[src/hdl/quad_timer_pkg.sv]
// Shared constants and types for the quad timer/counter block
package quad_timer_pkg;

  // Register offsets on the byte-wide register port
  localparam logic [7:0] ADDR_CTRL01 = 8'h88;
  localparam logic [7:0] ADDR_MODE01 = 8'h89;
  localparam logic [7:0] ADDR_TL0 = 8'h8A;
  localparam logic [7:0] ADDR_TL1 = 8'h8B;
  localparam logic [7:0] ADDR_TH0 = 8'h8C;
  localparam logic [7:0] ADDR_TH1 = 8'h8D;
  localparam logic [7:0] ADDR_CTRL34 = 8'h90;
  localparam logic [7:0] ADDR_MODE34 = 8'h91;
  localparam logic [7:0] ADDR_TL3 = 8'h92;
  localparam logic [7:0] ADDR_TL4 = 8'h93;
  localparam logic [7:0] ADDR_TH3 = 8'h94;
  localparam logic [7:0] ADDR_TH4 = 8'h95;
  localparam logic [7:0] ADDR_IRQ_STATUS = 8'h98;
  localparam logic [7:0] ADDR_IRQ_MASK = 8'h99;

  // Control register field positions (run and flag bits same for both pairs)
  localparam int B_FLAG_HI = 7;
  localparam int B_RUN_HI = 6;
  localparam int B_FLAG_LO = 5;
  localparam int B_RUN_LO = 4;
  localparam int B_EXT1_FLAG = 3;
  localparam int B_EXT1_TYPE = 2;
  localparam int B_EXT0_FLAG = 1;
  localparam int B_EXT0_TYPE = 0;
  localparam int B_SLOW_LO = 2;
  localparam int B_SLOW_HI = 0;

  // Mode nibble field positions (low nibble: first timer, high nibble: second)
  localparam int B_GATE = 3;
  localparam int B_CNT_SEL = 2;
  localparam int B_MODE_HIGH = 1;
  localparam int B_MODE_LOW = 0;
  localparam int NIB_HI = 4;

  // Byte counter and 13-bit prescaler limits
  localparam logic [7:0] BYTE_MAX = 8'hFF;
  localparam logic [4:0] PRESC_MAX = 5'h1F;
  localparam logic [7:0] RESET_BYTE = 8'h00;

  // Interrupt status / mask bit positions
  localparam int IRQ_TIMER0 = 0;
  localparam int IRQ_TIMER1 = 1;
  localparam int IRQ_TIMER3 = 2;
  localparam int IRQ_TIMER4 = 3;
  localparam int IRQ_EXT0 = 4;
  localparam int IRQ_EXT1 = 5;
  localparam int IRQ_BITS = 6;

  typedef enum logic [1:0] {
    MODE_13BIT = 2'b00,
    MODE_16BIT = 2'b01,
    MODE_RELOAD8 = 2'b10,
    MODE_SPLIT = 2'b11
  } timer_mode_t;

  // One register port request
  typedef struct packed {
    logic wr;
    logic rd;
    logic [7:0] addr;
    logic [7:0] wdata;
  } bus_req_t;

  // Count pair state and overflow result of one step
  typedef struct packed {
    logic [7:0] tl;
    logic [7:0] th;
    logic ovf;
  } count_state_t;

endpackage

[src/hdl/quad_timer_counter_block.sv]
// Quad 16-bit timer/counter: two timer pairs, register port and interrupt status
//
// Chosen here: strobed register access.
`timescale 1ns/1ps

module timer_pair
  import quad_timer_pkg::*;
#(
  parameter bit HAS_EXT_INT = 1'b1
) (
  input wire logic ref_clk,
  input wire logic reset,
  input wire logic wr_ctrl,
  input wire logic wr_mode,
  input wire logic [3:0] wr_cnt,
  input wire logic [7:0] wdata,
  input wire logic [1:0] count_pin,
  input wire logic [1:0] external_gate_pin,
  input wire logic sub_rise,
  input wire logic [1:0] ack_ovf,
  input wire logic [1:0] ack_ext,
  output logic [7:0] ctrl_q,
  output logic [7:0] mode_q,
  output logic [7:0] tl_a_reg,
  output logic [7:0] th_a_reg,
  output logic [7:0] tl_b_reg,
  output logic [7:0] th_b_reg,
  output logic [1:0] ovf_evt_reg,
  output logic [1:0] ext_evt_reg
);

  logic run_a_reg;
  logic run_b_reg;
  logic flag_a_reg;
  logic flag_b_reg;
  logic slow_a_reg;
  logic slow_b_reg;
  logic [1:0] ext_flag_reg;
  logic [1:0] ext_type_reg;
  logic [7:0] mode_reg;
  logic [1:0] pin_prev_reg;
  logic [1:0] gate_prev_reg;
  timer_mode_t mode_a;
  timer_mode_t mode_b;
  logic tick_a;
  logic tick_b;
  logic tick_split;
  logic [1:0] src;
  logic [1:0] ext_set;
  logic ovf_a;
  logic ovf_b;
  count_state_t next_a;
  count_state_t next_b;
  count_state_t next_split;

  // One counting step in the selected mode
  function automatic count_state_t count_step(input timer_mode_t mode, input logic [7:0] tl,
                                              input logic [7:0] th);
    count_state_t r;
    r.tl = tl;
    r.th = th;
    r.ovf = 1'b0;
    case (mode)
      MODE_13BIT: begin
        // Upper three bits of the low byte are left alone in this mode
        r.tl[4:0] = tl[4:0] + 5'h01;
        if (tl[4:0] == PRESC_MAX) begin
          r.th = th + 8'h01;
          r.ovf = (th == BYTE_MAX);
        end
      end
      MODE_16BIT: begin
        r.tl = tl + 8'h01;
        if (tl == BYTE_MAX) begin
          r.th = th + 8'h01;
          r.ovf = (th == BYTE_MAX);
        end
      end
      MODE_RELOAD8: begin
        r.tl = (tl == BYTE_MAX) ? th : tl + 8'h01;
        r.ovf = (tl == BYTE_MAX);
      end
      MODE_SPLIT: begin
        r.tl = tl + 8'h01;
        r.ovf = (tl == BYTE_MAX);
      end
      default: begin
        r.ovf = 1'b0;
      end
    endcase
    return r;
  endfunction

  assign mode_a = timer_mode_t'(mode_reg[B_MODE_HIGH:B_MODE_LOW]);
  assign mode_b = timer_mode_t'(mode_reg[NIB_HI+B_MODE_HIGH:NIB_HI+B_MODE_LOW]);

  // Count source: pin falling edge, else main clock or slow oscillator edge
  always_comb begin
    src[0] = mode_reg[B_CNT_SEL] ? (pin_prev_reg[0] & ~count_pin[0])
                                 : (slow_a_reg ? sub_rise : 1'b1);
    src[1] = mode_reg[NIB_HI+B_CNT_SEL] ? (pin_prev_reg[1] & ~count_pin[1])
                                        : (slow_b_reg ? sub_rise : 1'b1);
  end

  // Run and gate qualification
  assign tick_a = run_a_reg & (~mode_reg[B_GATE] | external_gate_pin[0]) & src[0];
  assign tick_b = run_b_reg & (~mode_reg[NIB_HI+B_GATE] | external_gate_pin[1]) & src[1]
                  & (mode_b != MODE_SPLIT);
  // Split high byte is a plain timer on the second timer's run bit
  assign tick_split = (mode_a == MODE_SPLIT) & run_b_reg & (slow_a_reg ? sub_rise : 1'b1);

  assign next_a = count_step(mode_a, tl_a_reg, th_a_reg);
  assign next_b = count_step(mode_b, tl_b_reg, th_b_reg);
  assign next_split = count_step(MODE_SPLIT, th_a_reg, RESET_BYTE);

  // While the first timer is split, its high byte owns the second flag
  assign ovf_a = tick_a & next_a.ovf;
  assign ovf_b = (mode_a == MODE_SPLIT) ? (tick_split & next_split.ovf) : (tick_b & next_b.ovf);

  // External interrupt detect: falling edge when type set, low level otherwise
  always_comb begin
    ext_set[0] = HAS_EXT_INT & (ext_type_reg[0] ? (gate_prev_reg[0] & ~external_gate_pin[0])
                                               : ~external_gate_pin[0]);
    ext_set[1] = HAS_EXT_INT & (ext_type_reg[1] ? (gate_prev_reg[1] & ~external_gate_pin[1])
                                               : ~external_gate_pin[1]);
  end

  // Edge detector history
  always_ff @(posedge ref_clk or posedge reset) begin
    if (reset) begin
      pin_prev_reg <= 2'h0;
      gate_prev_reg <= 2'h0;
    end else begin
      pin_prev_reg <= count_pin;
      gate_prev_reg <= external_gate_pin;
    end
  end

  // Mode register
  always_ff @(posedge ref_clk or posedge reset) begin
    if (reset) begin
      mode_reg <= RESET_BYTE;
    end else if (wr_mode) begin
      mode_reg <= wdata;
    end
  end

  // Software run, type and slow-oscillator bits
  always_ff @(posedge ref_clk or posedge reset) begin
    if (reset) begin
      run_a_reg <= 1'b0;
      run_b_reg <= 1'b0;
      ext_type_reg <= 2'h0;
      slow_a_reg <= 1'b0;
      slow_b_reg <= 1'b0;
    end else if (wr_ctrl) begin
      run_a_reg <= wdata[B_RUN_LO];
      run_b_reg <= wdata[B_RUN_HI];
      if (HAS_EXT_INT) begin
        ext_type_reg <= {wdata[B_EXT1_TYPE], wdata[B_EXT0_TYPE]};
      end else begin
        slow_a_reg <= wdata[B_SLOW_LO];
        slow_b_reg <= wdata[B_SLOW_HI];
      end
    end
  end

  // Overflow flags: hardware set beats acknowledge, which beats software write
  always_ff @(posedge ref_clk or posedge reset) begin
    if (reset) begin
      flag_a_reg <= 1'b0;
      flag_b_reg <= 1'b0;
    end else begin
      if (ovf_a) begin
        flag_a_reg <= 1'b1;
      end else if (ack_ovf[0]) begin
        flag_a_reg <= 1'b0;
      end else if (wr_ctrl) begin
        flag_a_reg <= wdata[B_FLAG_LO];
      end
      if (ovf_b) begin
        flag_b_reg <= 1'b1;
      end else if (ack_ovf[1]) begin
        flag_b_reg <= 1'b0;
      end else if (wr_ctrl) begin
        flag_b_reg <= wdata[B_FLAG_HI];
      end
    end
  end

  // External interrupt flags, set winning over processing clear
  always_ff @(posedge ref_clk or posedge reset) begin
    if (reset) begin
      ext_flag_reg <= 2'h0;
    end else begin
      for (int i = 0; i < 2; i++) begin
        if (ext_set[i]) begin
          ext_flag_reg[i] <= 1'b1;
        end else if (ack_ext[i]) begin
          ext_flag_reg[i] <= 1'b0;
        end else if (wr_ctrl && HAS_EXT_INT) begin
          ext_flag_reg[i] <= (i == 0) ? wdata[B_EXT0_FLAG] : wdata[B_EXT1_FLAG];
        end
      end
    end
  end

  // First timer count registers; a software write takes precedence over a step
  always_ff @(posedge ref_clk or posedge reset) begin
    if (reset) begin
      tl_a_reg <= RESET_BYTE;
      th_a_reg <= RESET_BYTE;
    end else begin
      if (wr_cnt[0]) begin
        tl_a_reg <= wdata;
      end else if (tick_a) begin
        tl_a_reg <= next_a.tl;
      end
      if (wr_cnt[2]) begin
        th_a_reg <= wdata;
      end else if (mode_a == MODE_SPLIT) begin
        if (tick_split) begin
          th_a_reg <= next_split.tl;
        end
      end else if (tick_a) begin
        th_a_reg <= next_a.th;
      end
    end
  end

  // Second timer count registers
  always_ff @(posedge ref_clk or posedge reset) begin
    if (reset) begin
      tl_b_reg <= RESET_BYTE;
      th_b_reg <= RESET_BYTE;
    end else begin
      if (wr_cnt[1]) begin
        tl_b_reg <= wdata;
      end else if (tick_b) begin
        tl_b_reg <= next_b.tl;
      end
      if (wr_cnt[3]) begin
        th_b_reg <= wdata;
      end else if (tick_b) begin
        th_b_reg <= next_b.th;
      end
    end
  end

  // Event pulses toward the interrupt status register
  always_ff @(posedge ref_clk or posedge reset) begin
    if (reset) begin
      ovf_evt_reg <= 2'h0;
      ext_evt_reg <= 2'h0;
    end else begin
      ovf_evt_reg <= {ovf_b, ovf_a};
      ext_evt_reg <= ext_set & ~ext_flag_reg;
    end
  end

  // Readback: slow-oscillator bits are write-only, reserved bits read zero
  always_comb begin
    ctrl_q = RESET_BYTE;
    ctrl_q[B_FLAG_HI] = flag_b_reg;
    ctrl_q[B_RUN_HI] = run_b_reg;
    ctrl_q[B_FLAG_LO] = flag_a_reg;
    ctrl_q[B_RUN_LO] = run_a_reg;
    if (HAS_EXT_INT) begin
      ctrl_q[B_EXT1_FLAG] = ext_flag_reg[1];
      ctrl_q[B_EXT1_TYPE] = ext_type_reg[1];
      ctrl_q[B_EXT0_FLAG] = ext_flag_reg[0];
      ctrl_q[B_EXT0_TYPE] = ext_type_reg[0];
    end
    mode_q = mode_reg;
  end

endmodule

module quad_timer_counter_block
  import quad_timer_pkg::*;
(
  input wire logic ref_clk,
  input wire logic reset,
  input wire logic [7:0] reg_addr,
  input wire logic [7:0] reg_wdata,
  input wire logic reg_wr,
  input wire logic reg_rd,
  output logic [7:0] reg_rdata,
  input wire logic [3:0] count_pin,
  input wire logic [3:0] external_gate_pin,
  input wire logic sub_osc_clk,
  input wire logic [5:0] vector_ack,
  output logic irq
);

  bus_req_t req;
  logic [7:0] rdata_reg;
  logic irq_reg;
  logic [IRQ_BITS-1:0] status_reg;
  logic [IRQ_BITS-1:0] mask_reg;
  logic [IRQ_BITS-1:0] evt;
  logic sub_prev_reg;
  logic sub_rise;
  logic status_clr;
  logic [7:0] rdata_next;
  logic [7:0] ctrl01;
  logic [7:0] mode01;
  logic [7:0] ctrl34;
  logic [7:0] mode34;
  logic [7:0] tl0, th0, tl1, th1, tl3, th3, tl4, th4;
  logic [1:0] ovf01, ext01, ovf34, ext34;
  logic [3:0] wr_cnt01;
  logic [3:0] wr_cnt34;

  assign req = '{wr: reg_wr, rd: reg_rd, addr: reg_addr, wdata: reg_wdata};
  assign sub_rise = ~sub_prev_reg & sub_osc_clk;
  assign status_clr = req.rd && req.addr == ADDR_IRQ_STATUS;

  // Count register write decode: low bytes then high bytes
  assign wr_cnt01 = {req.wr & (req.addr == ADDR_TH1), req.wr & (req.addr == ADDR_TH0),
                     req.wr & (req.addr == ADDR_TL1), req.wr & (req.addr == ADDR_TL0)};
  assign wr_cnt34 = {req.wr & (req.addr == ADDR_TH4), req.wr & (req.addr == ADDR_TH3),
                     req.wr & (req.addr == ADDR_TL4), req.wr & (req.addr == ADDR_TL3)};

  // Slow oscillator edge history
  always_ff @(posedge ref_clk or posedge reset) begin
    if (reset) begin
      sub_prev_reg <= 1'b0;
    end else begin
      sub_prev_reg <= sub_osc_clk;
    end
  end

  timer_pair #(.HAS_EXT_INT(1'b1)) pair01 (
    .ref_clk(ref_clk),
    .reset(reset),
    .wr_ctrl(req.wr & (req.addr == ADDR_CTRL01)),
    .wr_mode(req.wr & (req.addr == ADDR_MODE01)),
    .wr_cnt(wr_cnt01),
    .wdata(req.wdata),
    .count_pin(count_pin[1:0]),
    .external_gate_pin(external_gate_pin[1:0]),
    .sub_rise(1'b0),
    .ack_ovf({vector_ack[IRQ_TIMER1], vector_ack[IRQ_TIMER0]}),
    .ack_ext({vector_ack[IRQ_EXT1], vector_ack[IRQ_EXT0]}),
    .ctrl_q(ctrl01),
    .mode_q(mode01),
    .tl_a_reg(tl0),
    .th_a_reg(th0),
    .tl_b_reg(tl1),
    .th_b_reg(th1),
    .ovf_evt_reg(ovf01),
    .ext_evt_reg(ext01)
  );

  timer_pair #(.HAS_EXT_INT(1'b0)) pair34 (
    .ref_clk(ref_clk),
    .reset(reset),
    .wr_ctrl(req.wr & (req.addr == ADDR_CTRL34)),
    .wr_mode(req.wr & (req.addr == ADDR_MODE34)),
    .wr_cnt(wr_cnt34),
    .wdata(req.wdata),
    .count_pin(count_pin[3:2]),
    .external_gate_pin(external_gate_pin[3:2]),
    .sub_rise(sub_rise),
    .ack_ovf({vector_ack[IRQ_TIMER4], vector_ack[IRQ_TIMER3]}),
    .ack_ext(2'h0),
    .ctrl_q(ctrl34),
    .mode_q(mode34),
    .tl_a_reg(tl3),
    .th_a_reg(th3),
    .tl_b_reg(tl4),
    .th_b_reg(th4),
    .ovf_evt_reg(ovf34),
    .ext_evt_reg()
  );

  assign ext34 = 2'h0;
  assign evt = {ext01 | ext34, ovf34, ovf01};

  // Sticky status; a read clears it but a same-cycle event still lands
  always_ff @(posedge ref_clk or posedge reset) begin
    if (reset) begin
      status_reg <= '0;
    end else if (status_clr) begin
      status_reg <= evt;
    end else begin
      status_reg <= status_reg | evt;
    end
  end

  // Interrupt mask
  always_ff @(posedge ref_clk or posedge reset) begin
    if (reset) begin
      mask_reg <= '0;
    end else if (req.wr && req.addr == ADDR_IRQ_MASK) begin
      mask_reg <= req.wdata[IRQ_BITS-1:0];
    end
  end

  // Level interrupt from a flop; tracks the status value so a read clear drops it too
  always_ff @(posedge ref_clk or posedge reset) begin
    if (reset) begin
      irq_reg <= 1'b0;
    end else begin
      irq_reg <= |((status_clr ? evt : (status_reg | evt)) & mask_reg);
    end
  end

  // Read mux; unmapped addresses read zero
  always_comb begin
    rdata_next = RESET_BYTE;
    case (req.addr)
      ADDR_CTRL01: rdata_next = ctrl01;
      ADDR_MODE01: rdata_next = mode01;
      ADDR_TL0: rdata_next = tl0;
      ADDR_TL1: rdata_next = tl1;
      ADDR_TH0: rdata_next = th0;
      ADDR_TH1: rdata_next = th1;
      ADDR_CTRL34: rdata_next = ctrl34;
      ADDR_MODE34: rdata_next = mode34;
      ADDR_TL3: rdata_next = tl3;
      ADDR_TL4: rdata_next = tl4;
      ADDR_TH3: rdata_next = th3;
      ADDR_TH4: rdata_next = th4;
      ADDR_IRQ_STATUS: rdata_next = {2'h0, status_reg};
      ADDR_IRQ_MASK: rdata_next = {2'h0, mask_reg};
      default: rdata_next = RESET_BYTE;
    endcase
  end

  // Read data stands only in the cycle after the strobe
  always_ff @(posedge ref_clk or posedge reset) begin
    if (reset) begin
      rdata_reg <= RESET_BYTE;
    end else begin
      rdata_reg <= req.rd ? rdata_next : RESET_BYTE;
    end
  end

  assign reg_rdata = rdata_reg;
  assign irq = irq_reg;

endmodule

[config.mk]
export PLATFORM = sky130hd
export DESIGN_NAME = quad_timer_counter_block
export DESIGN_NICKNAME = d
export VERILOG_FILES = /design/src/hdl/quad_timer_pkg.sv /design/src/hdl/quad_timer_counter_block.sv
export SDC_FILE = /design/constraint.sdc
export NUM_CORES = 1
export LEC_CHECK = 0
export BUFFER_PORTS_ARGS = -buffer_cell sky130_fd_sc_hd__buf_2
export CORE_AREA = 5 5 134 136
export CTS_BUF_LIST = sky130_fd_sc_hd__clkbuf_2 sky130_fd_sc_hd__clkbuf_4 sky130_fd_sc_hd__clkbuf_8
export CTS_CLUSTER_DIAMETER = 80
export DETAILED_ROUTE_END_ITERATION = 12
export DIE_AREA = 0 0 139 141
export PLACE_DENSITY = 0.68
export SETUP_SLACK_MARGIN = 0.15
export SLEW_MARGIN = 30
export SYNTH_ARGS = -nofsm -noshare
export SYNTH_HDL_FRONTEND = slang
export SYNTH_HIERARCHICAL = 1
export SYNTH_SLANG_ARGS = --single-unit
export TNS_END_PERCENT = 1
[constraint.sdc]
create_clock -name ref_clk -period 2.65 [get_ports ref_clk]
set_input_delay 0.1325 -clock ref_clk [delete_from_list [all_inputs] [get_ports ref_clk]]
set_output_delay 0.1325 -clock ref_clk [all_outputs]
set_load 0.02 [all_outputs]
Word level (Yosys, flattened, before mapping)
Cells that the tools add are included.

Multiplexer cells: 79. Reductions and logical operators: 45. Bitwise gates (word level): 57. Add/subtract/negate cells: 12. Eq/ne operators: 50.

Operator list (count): 2-to-1 mux 8 bit (25); equality test 8 bit, second input constant (22); case mux 8 bit (14 select lines) (1); 2-to-1 mux 9 bit (8); adder 8 x 1 -> 8 bit, second input constant (8); case mux 8 bit (2 select lines) (4); case mux 5 bit (3 select lines) (4); nonzero test 3 bit (14); bitwise AND 1 bit (38); 2-to-1 mux 1 bit (28); case mux 3 bit (2 select lines) (4); adder 5 x 1 -> 5 bit, second input constant (4); equality test 5 bit, second input constant (4); inequality test 3 x 1 -> 1 bit, second input constant (6); equality test 2 bit, second input constant (8); inequality test 4 x 1 -> 1 bit, second input constant (4); OR reduction 2 bit (8); case mux 1 bit (3 select lines) (4); nonzero test 2 bit (6); inverter 1 bit (11); AND reduction 5 bit (2); equality test 2 x 1 -> 1 bit, second input constant (4); zero test 2 bit (4); AND reduction 2 bit (4); 11 further kinds (18).

Register bits after elaboration: 128. Logic and storage cells: 281.

Longest topological paths before layout
Gate-level depths: netlist (run 1).

Depth after elaboration: 9. Gate-level depth with buffers: 10. Depth with buffers taken out: 8.

Cells and area by module
The synthesis (run 1) kept the hierarchy.

Modules (own cells, without submodules): timer_pair (pair01) (seq. area each 1401.3 um^2, instances 1, cells each 351, area an instance 3320.7 um^2); timer_pair (pair34) (seq. area each 1251.2 um^2, instances 1, cells each 353, area an instance 3119.2 um^2); quad_timer_counter_block (seq. area each 550.5 um^2, instances 1, cells each 205, area an instance 1958.1 um^2).

Worst setup path before layout (run 1)
Ideal clock, no wire load.

Kind: reg-to-reg. Start point: register pair34.tl_a_reg[0]. End point: register pair34.th_a_reg[7]. Data required time: 2.514 ns. Clock period less this slack: 2.105 ns. Cell stages (with the launch flop): 10. Data arrival time: 1.969 ns. Path buffers: 1. Setup slack: 0.545 ns. Path through: dfrtp_1 -> ha_1 -> and3_1 -> ha_1 -> nor2b_1 -> a31oi_1 -> o31a_1 -> buf_2 -> o41ai_1 -> a31oi_1.

Longest elaborated chain between the ends: 3.

Ends and longest elaborated chain: start: declaration (RTL line quad_timer_counter_block.sv:24) `output logic [7:0] tl_a_reg,`; start signal: assignment (RTL line quad_timer_counter_block.sv:215) `tl_a_reg <= wdata;`; start signal: assignment (RTL line quad_timer_counter_block.sv:217) `tl_a_reg <= next_a.tl;`; equality test 8 bit / equality test 5 bit (equally long branches) (RTL line quad_timer_counter_block.sv:74, quad_timer_counter_block.sv:67); inequality test 4 x 1 -> 1 bit (no source line); AND reduction 5 bit (no source line) (*); end signal: assignment (RTL line quad_timer_counter_block.sv:220) `th_a_reg <= wdata;`; end signal: assignment (RTL line quad_timer_counter_block.sv:223) `th_a_reg <= next_split.tl;`; end signal: assignment (RTL line quad_timer_counter_block.sv:226) `th_a_reg <= next_a.th;`; end: declaration (RTL line quad_timer_counter_block.sv:25) `output logic [7:0] th_a_reg,`.

Every way passes the cells marked *; elsewhere a longest branch is shown, timed or not. A chain may end at the register's enable or synchronous reset.

Worst setup path after layout (run 1)
Ends and elaborated chain as after synthesis.

==> results of run 1 <==
-- report_power, final --
| group | internal, W | switching (W) | leakage (nW) |
|---|---|---|---|
| logic | 0.000657 | 0.000743 | 2.15 |
| registers | 0.00224 | 0.000558 | 1.57 |
| clock network | 0.000925 | 0.000820 | 0.206 |
-- worst min path at each step --
| stage | from | end | depth (start not counted) |
|---|---|---|---|
| 2_1_floorplan | reset | irq | 1 |
| 3_5_place_dp | reset | reg_rdata[5] | 2 |
| 6_report | reg_rd | reg_rdata[7] | 3 |
| 3_3_place_gp | reset | pair01/ext_evt_reg[0] | 2 |
| 5_1_grt | reg_rd | reg_rdata[7] | 3 |
| 4_1_cts | reg_rd | reg_rdata[7] | 3 |
-- stage by stage --
step	total power [W]	hold WS (ns)	setup WS [ns]	std cells	util
4_1_cts	0.00592	0.0524	0.259	1191	0.553
2_1_floorplan	0.00368	0.122	0.545	909	-
5_1_grt	0.00626	0.0832	0.127	1191	0.554
3_3_place_gp	0.00412	0.227	0.331	1145	0.521
6_report	0.00594	0.0825	0.271	1191	0.554
3_5_place_dp	0.00417	0.240	0.275	1145	0.521
-- layout make-up --
class                      instances  area, µm²
fill                            1474       7500
sequential                       128       3200
clock buffer                      22        290
multi-input combinational        684       4740
timing repair buffer              80        528
clock inverter                    10        109
tap                              225        282
inverter                          42        158
-- critical path, stage by stage, from the launching register on --
cell     delay (ns)
dfrtp_1        0.44
ha_2           0.24
and3_1         0.17
ha_1           0.16
nor2b_1        0.17
a31oi_1        0.06
o31a_2         0.42
or4b_1         0.49
a31oi_1        0.17
-- per-layer routing --
metal / wire, µm / part of all wire / vias to the layer above
met5: 0 / 0 / -
met4: 661 / 0.026 / 0
met3: 2190 / 0.087 / 54
met2: 11400 / 0.45 / 374
met1: 11100 / 0.44 / 3680
li1: - / - / 3471
-- repair_timing --
action	CTS	global route
gates resized for setup	0	3
hold buffers	14	0
setup endpoints to repair	0	6
endpoints found under the hold margin	80	0
==> impl_metrics.env, run 1 <==
export IMPL_grt_overflow=0
export IMPL_setup_worst_path_start="pair34/tl_a_reg[0]"
export IMPL_antenna_found_initial=0
export IMPL_route_detailed_drc=0
export IMPL_worst_pin_slew_ns=0.651
export IMPL_grt_start_max_net_pins=30
export IMPL_coreArea_mm2=0.0168
export IMPL_r2r_cells=8
export IMPL_finClkSkew_ns=0.0107
export IMPL_clockRootBuffer="clkbuf_8"
export IMPL_crit_path_start_kind="flop"
export IMPL_irDropWorstVdd_mv=0.315
export IMPL_dieArea_mm2=0.0196
export IMPL_cp_max_fo=13
export IMPL_outcome="finished clean"
export IMPL_io_pins=44
export IMPL_cts_made_buffers=17
export IMPL_drv_cap=0
export IMPL_powerDensity_mw_per_mm2=638
export IMPL_grt_pass1_vias=7027
export IMPL_htreeDepth=4
export IMPL_yosysWarnings=6
export IMPL_rr_endpoint="pair34/th_a_reg[7]"
export IMPL_synthCells=906
export IMPL_r2r_start="pair34/tl_a_reg[0]"
export IMPL_leakagePower_nw=3.93
export IMPL_max_clock_path_buffers=2
export IMPL_clk_latency_ns=0.47
export IMPL_setup_tns_ns=0
export IMPL_hpwlAfterDp_um=18000
export IMPL_grtUsageMet2=0.392
export IMPL_cts_sinks=128
export IMPL_finish_instance_area_mm2=0.00931
export IMPL_grt_pass1_wl_um=40200
export IMPL_die_w_um=139
export IMPL_row_count=48
export IMPL_dpl_cell_area_mm2=0.00876
export IMPL_via_count=7579
export IMPL_via_per_inst=6.36
export IMPL_drt_iter0_drc=1075
export IMPL_use_met1=0.375
export IMPL_crit_required_ns=3.04
export IMPL_drive_gt1_frac=0.171
export IMPL_syn_area_per_cell_um2=9.25
export IMPL_min_period_ns=2.38
export IMPL_endpoint="pair34/th_a_reg[7]"
export IMPL_cts_setup_buffers=0
export IMPL_mostFrequentLayoutCell="dfrtp_1"
export IMPL_areaGrowthSynthToFinish_pct=11.1
export IMPL_rrSetupSlack_ns=0.27
export IMPL_endpoint_kind="flop"
export IMPL_grt_util_met3=0.0546
export IMPL_rsz0062_at_grt="yes"
export IMPL_start_util=0.498
export IMPL_path_class="reg2reg"
export IMPL_cp_arrival_ns=2.77
export IMPL_syn_area_mm2=0.00838
export IMPL_clock_fmax_mhz=420
export IMPL_gp_congestion=0.951
export IMPL_clkTransAtPathRegs_ns=0.08
export IMPL_min_path_type="in2reg"
export IMPL_layout_common_cells="128 x dfrtp_1, 87 x nand2_1, 59 x nor2_1"
export IMPL_dr_pass1_iters=5
export IMPL_hold_viol=0
export IMPL_antenna_left=0
export IMPL_setup_viol=0
export IMPL_slew_headroom=0.565
export IMPL_grtUsageTotal=0.261
export IMPL_cts_tree="done"
export IMPL_wl_um=25300
export IMPL_routedWlPerCell_um=21.2
export IMPL_finalCritPeriodShare=0.898
export IMPL_grt_busiest_layer="met2"
export IMPL_final_nets=1000
export IMPL_slew_viol_final=0
export IMPL_num_antenna_cells=0
export IMPL_die_h_um=141
export IMPL_portBuffers=43
(Power assumes the default switching activity.)
==> inputs of run 2 (changes only) <==
CORE_AREA = 2 2 131 133   (was 5 5 134 136)
DIE_AREA = 0 0 133 135   (was 0 0 139 141)
MAX_ROUTING_LAYER = met4   (was unset)
==> run 2 against run 1 <==
Routed wire length grew 0.40%. Utilization increased by 1.5 points. Cell area increased by 0.22%. Sequential power about the same. Flip-flop and latch count unchanged. Sequential share of layout area shrank 0.074 points. Die area down 8.4%. Register-to-register slack got worse by 0.05 ns. Largest power group unchanged.
==> impl_metrics.env, run 2 (synthesized netlist as in run 1, its figures left out) <==
export IMPL_outcome="finished clean"
export IMPL_via_count=7585
export IMPL_antenna_left=0
export IMPL_row_count=47
export IMPL_setup_tns_ns=0
export IMPL_pre_cts_ws_ns=0.237
export IMPL_grtUsageMet2=0.415
export IMPL_drt_iter0_drc=750
export IMPL_rrSetupSlack_ns=0.22
export IMPL_crit_path_max_incr_delay_ns=0.52
export IMPL_crit_path_start_kind="flop"
export IMPL_min_path_type="in2reg"
export IMPL_rr_endpoint="pair34/th_a_reg[7]"
export IMPL_multi_input_area_mm2=0.00474
export IMPL_die_w_um=133
export IMPL_max_clock_path_buffers=2
export IMPL_num_antenna_cells=0
export IMPL_slew_viol_final=0
export IMPL_gp_congestion=0.941
export IMPL_path_class="reg2reg"
export IMPL_dp_cells=1142
export IMPL_finClkSkew_ns=0.0101
export IMPL_dr_pass1_iters=5
export IMPL_clk_latency_ns=0.45
export IMPL_seqCellArea_mm2=0.00320
export IMPL_grtUsageTotal=0.302
export IMPL_drive_gt1_frac=0.168
export IMPL_finish_instance_area_mm2=0.00933
export IMPL_hpwlAfterDp_um=18100
export IMPL_cp_max_fo=13
export IMPL_holdPathStages=3
export IMPL_grt_busiest_layer="met1"
export IMPL_fin_cells=1186
export IMPL_io_pins=44
export IMPL_crit_required_ns=3.02
export IMPL_portBuffers=43
export IMPL_slew_headroom=0.399
export IMPL_final_nets=1002
export IMPL_r2r_cells=8
export IMPL_powerDensity_mw_per_mm2=640
export IMPL_clockRootBuffer="clkbuf_8"
export IMPL_routedWlPerCell_um=21.4
export IMPL_r2r_start="pair34/tl_a_reg[0]"
export IMPL_htreeDepth=4
export IMPL_irDropWorstVdd_mv=0.412
export IMPL_endpoint_kind="flop"
export IMPL_via_per_inst=6.40
export IMPL_worstHoldEndpoint="reg_rdata[0]"
export IMPL_clock_fmax_mhz=411
export IMPL_setup_viol=0
export IMPL_areaGrowthSynthToFinish_pct=11.4
export IMPL_start_util=0.511
export IMPL_mostFrequentLayoutCell="dfrtp_1"
export IMPL_hp_start="reg_rd"
export IMPL_grt_overflow=0
export IMPL_crit_chain="ha_1 > and3_1 > ha_1 > nor2b_1 > a31oi_1 > o31a_1 > or4b_1 > a31oi_1"
export IMPL_use_met1=0.442
export IMPL_worst_pin_slew_ns=0.897
export IMPL_antenna_found_initial=0
export IMPL_layout_common_cells="128 x dfrtp_1, 87 x nand2_1, 59 x nor2_1"
export IMPL_drv_cap=0
export IMPL_cts_setup_buffers=0
export IMPL_die_h_um=135
export IMPL_crit_path_top_delay_cell="or4b_1"
export IMPL_grt_start_max_net_pins=37
export IMPL_rsz0062_at_grt="yes"
export IMPL_dieArea_mm2=0.0180
export IMPL_cts_sinks=128
export IMPL_grt_util_met3=0.0571
export IMPL_route_detailed_drc=0
export IMPL_cp_arrival_ns=2.80
export IMPL_cts_tree="done"
export IMPL_post_route_worst_setup_slack_ns=0.216
export IMPL_nFillCells=1460
export IMPL_coreArea_mm2=0.0164
export IMPL_grt_pass1_vias=6895
export IMPL_wl_um=25400
export IMPL_min_period_ns=2.43
export IMPL_dpl_cell_area_mm2=0.00878
export IMPL_finalCritPeriodShare=0.919
export IMPL_grt_pass1_wl_um=39900
export IMPL_cts_made_buffers=17
export IMPL_clkTransAtPathRegs_ns=0.07
export IMPL_leakagePower_nw=3.95
export IMPL_hold_viol=0
[run 2: where the power goes]
group	total [W]	switching, W	internal (W)
registers	0.00281	0.000568	0.00224
logic	0.00140	0.000748	0.000657
clock network	0.00176	0.000751	0.00101
[run 2: worst max path at each step]
stage | startpoint | end | cells past startpoint
CTS | pair34/tl_a_reg[0] | pair34/th_a_reg[7] | 8
global placement | pair34/tl_a_reg[0] | pair34/th_a_reg[7] | 8
detailed placement | pair34/tl_a_reg[0] | pair34/th_a_reg[7] | 8
floorplan | pair34/tl_a_reg[0] | pair34/th_a_reg[7] | 9
global route | pair34/tl_a_reg[0] | pair34/th_a_reg[7] | 8
finish | pair34/tl_a_reg[0] | pair34/th_a_reg[7] | 8
[run 2: through the flow]
stage,total power [W],hold WS (ns),util
2_1_floorplan,0.00368,0.122,-
3_3_place_gp,0.00415,0.251,0.535
3_5_place_dp,0.00418,0.254,0.535
4_1_cts,0.00596,0.0594,0.568
5_1_grt,0.00630,0.0778,0.569
6_report,0.00597,0.0980,0.569
[run 2: area by class of cell]
| class | count | share of cell area |
|---|---|---|
| Tap cell | 220 | 0.0295 |
| Multi-Input combinational cell | 684 | 0.508 |
| Clock inverter | 7 | 0.0118 |
| Sequential cell | 128 | 0.343 |
| Inverter | 42 | 0.0169 |
| Timing Repair Buffer | 82 | 0.0595 |
| Clock buffer | 23 | 0.0312 |
[run 2: what timing repair did]
item	CTS	global route
hold endpoints to repair	87	0
hold buffers	14	0
endpoints found under the setup margin	0	6
gates resized for setup	0	1
[run 2: critical path, delay by kind of cell (launching register included)]
family                     cells  cell delay [ns]
DFF                            1             0.42
and+or+nand+nor                3             0.86
adders and majority gates      2             0.42
AOI/OAI and AO/OA              3             0.67
[run 2: metal layers]
metal | up-vias | share of wire | wire (µm)
met5 | - | 0 | 0
met3 | 44 | 0.086 | 2180
met4 | 0 | 0.027 | 697
li1 | 3482 | - | -
met1 | 3704 | 0.46 | 11600
met2 | 355 | 0.43 | 10900
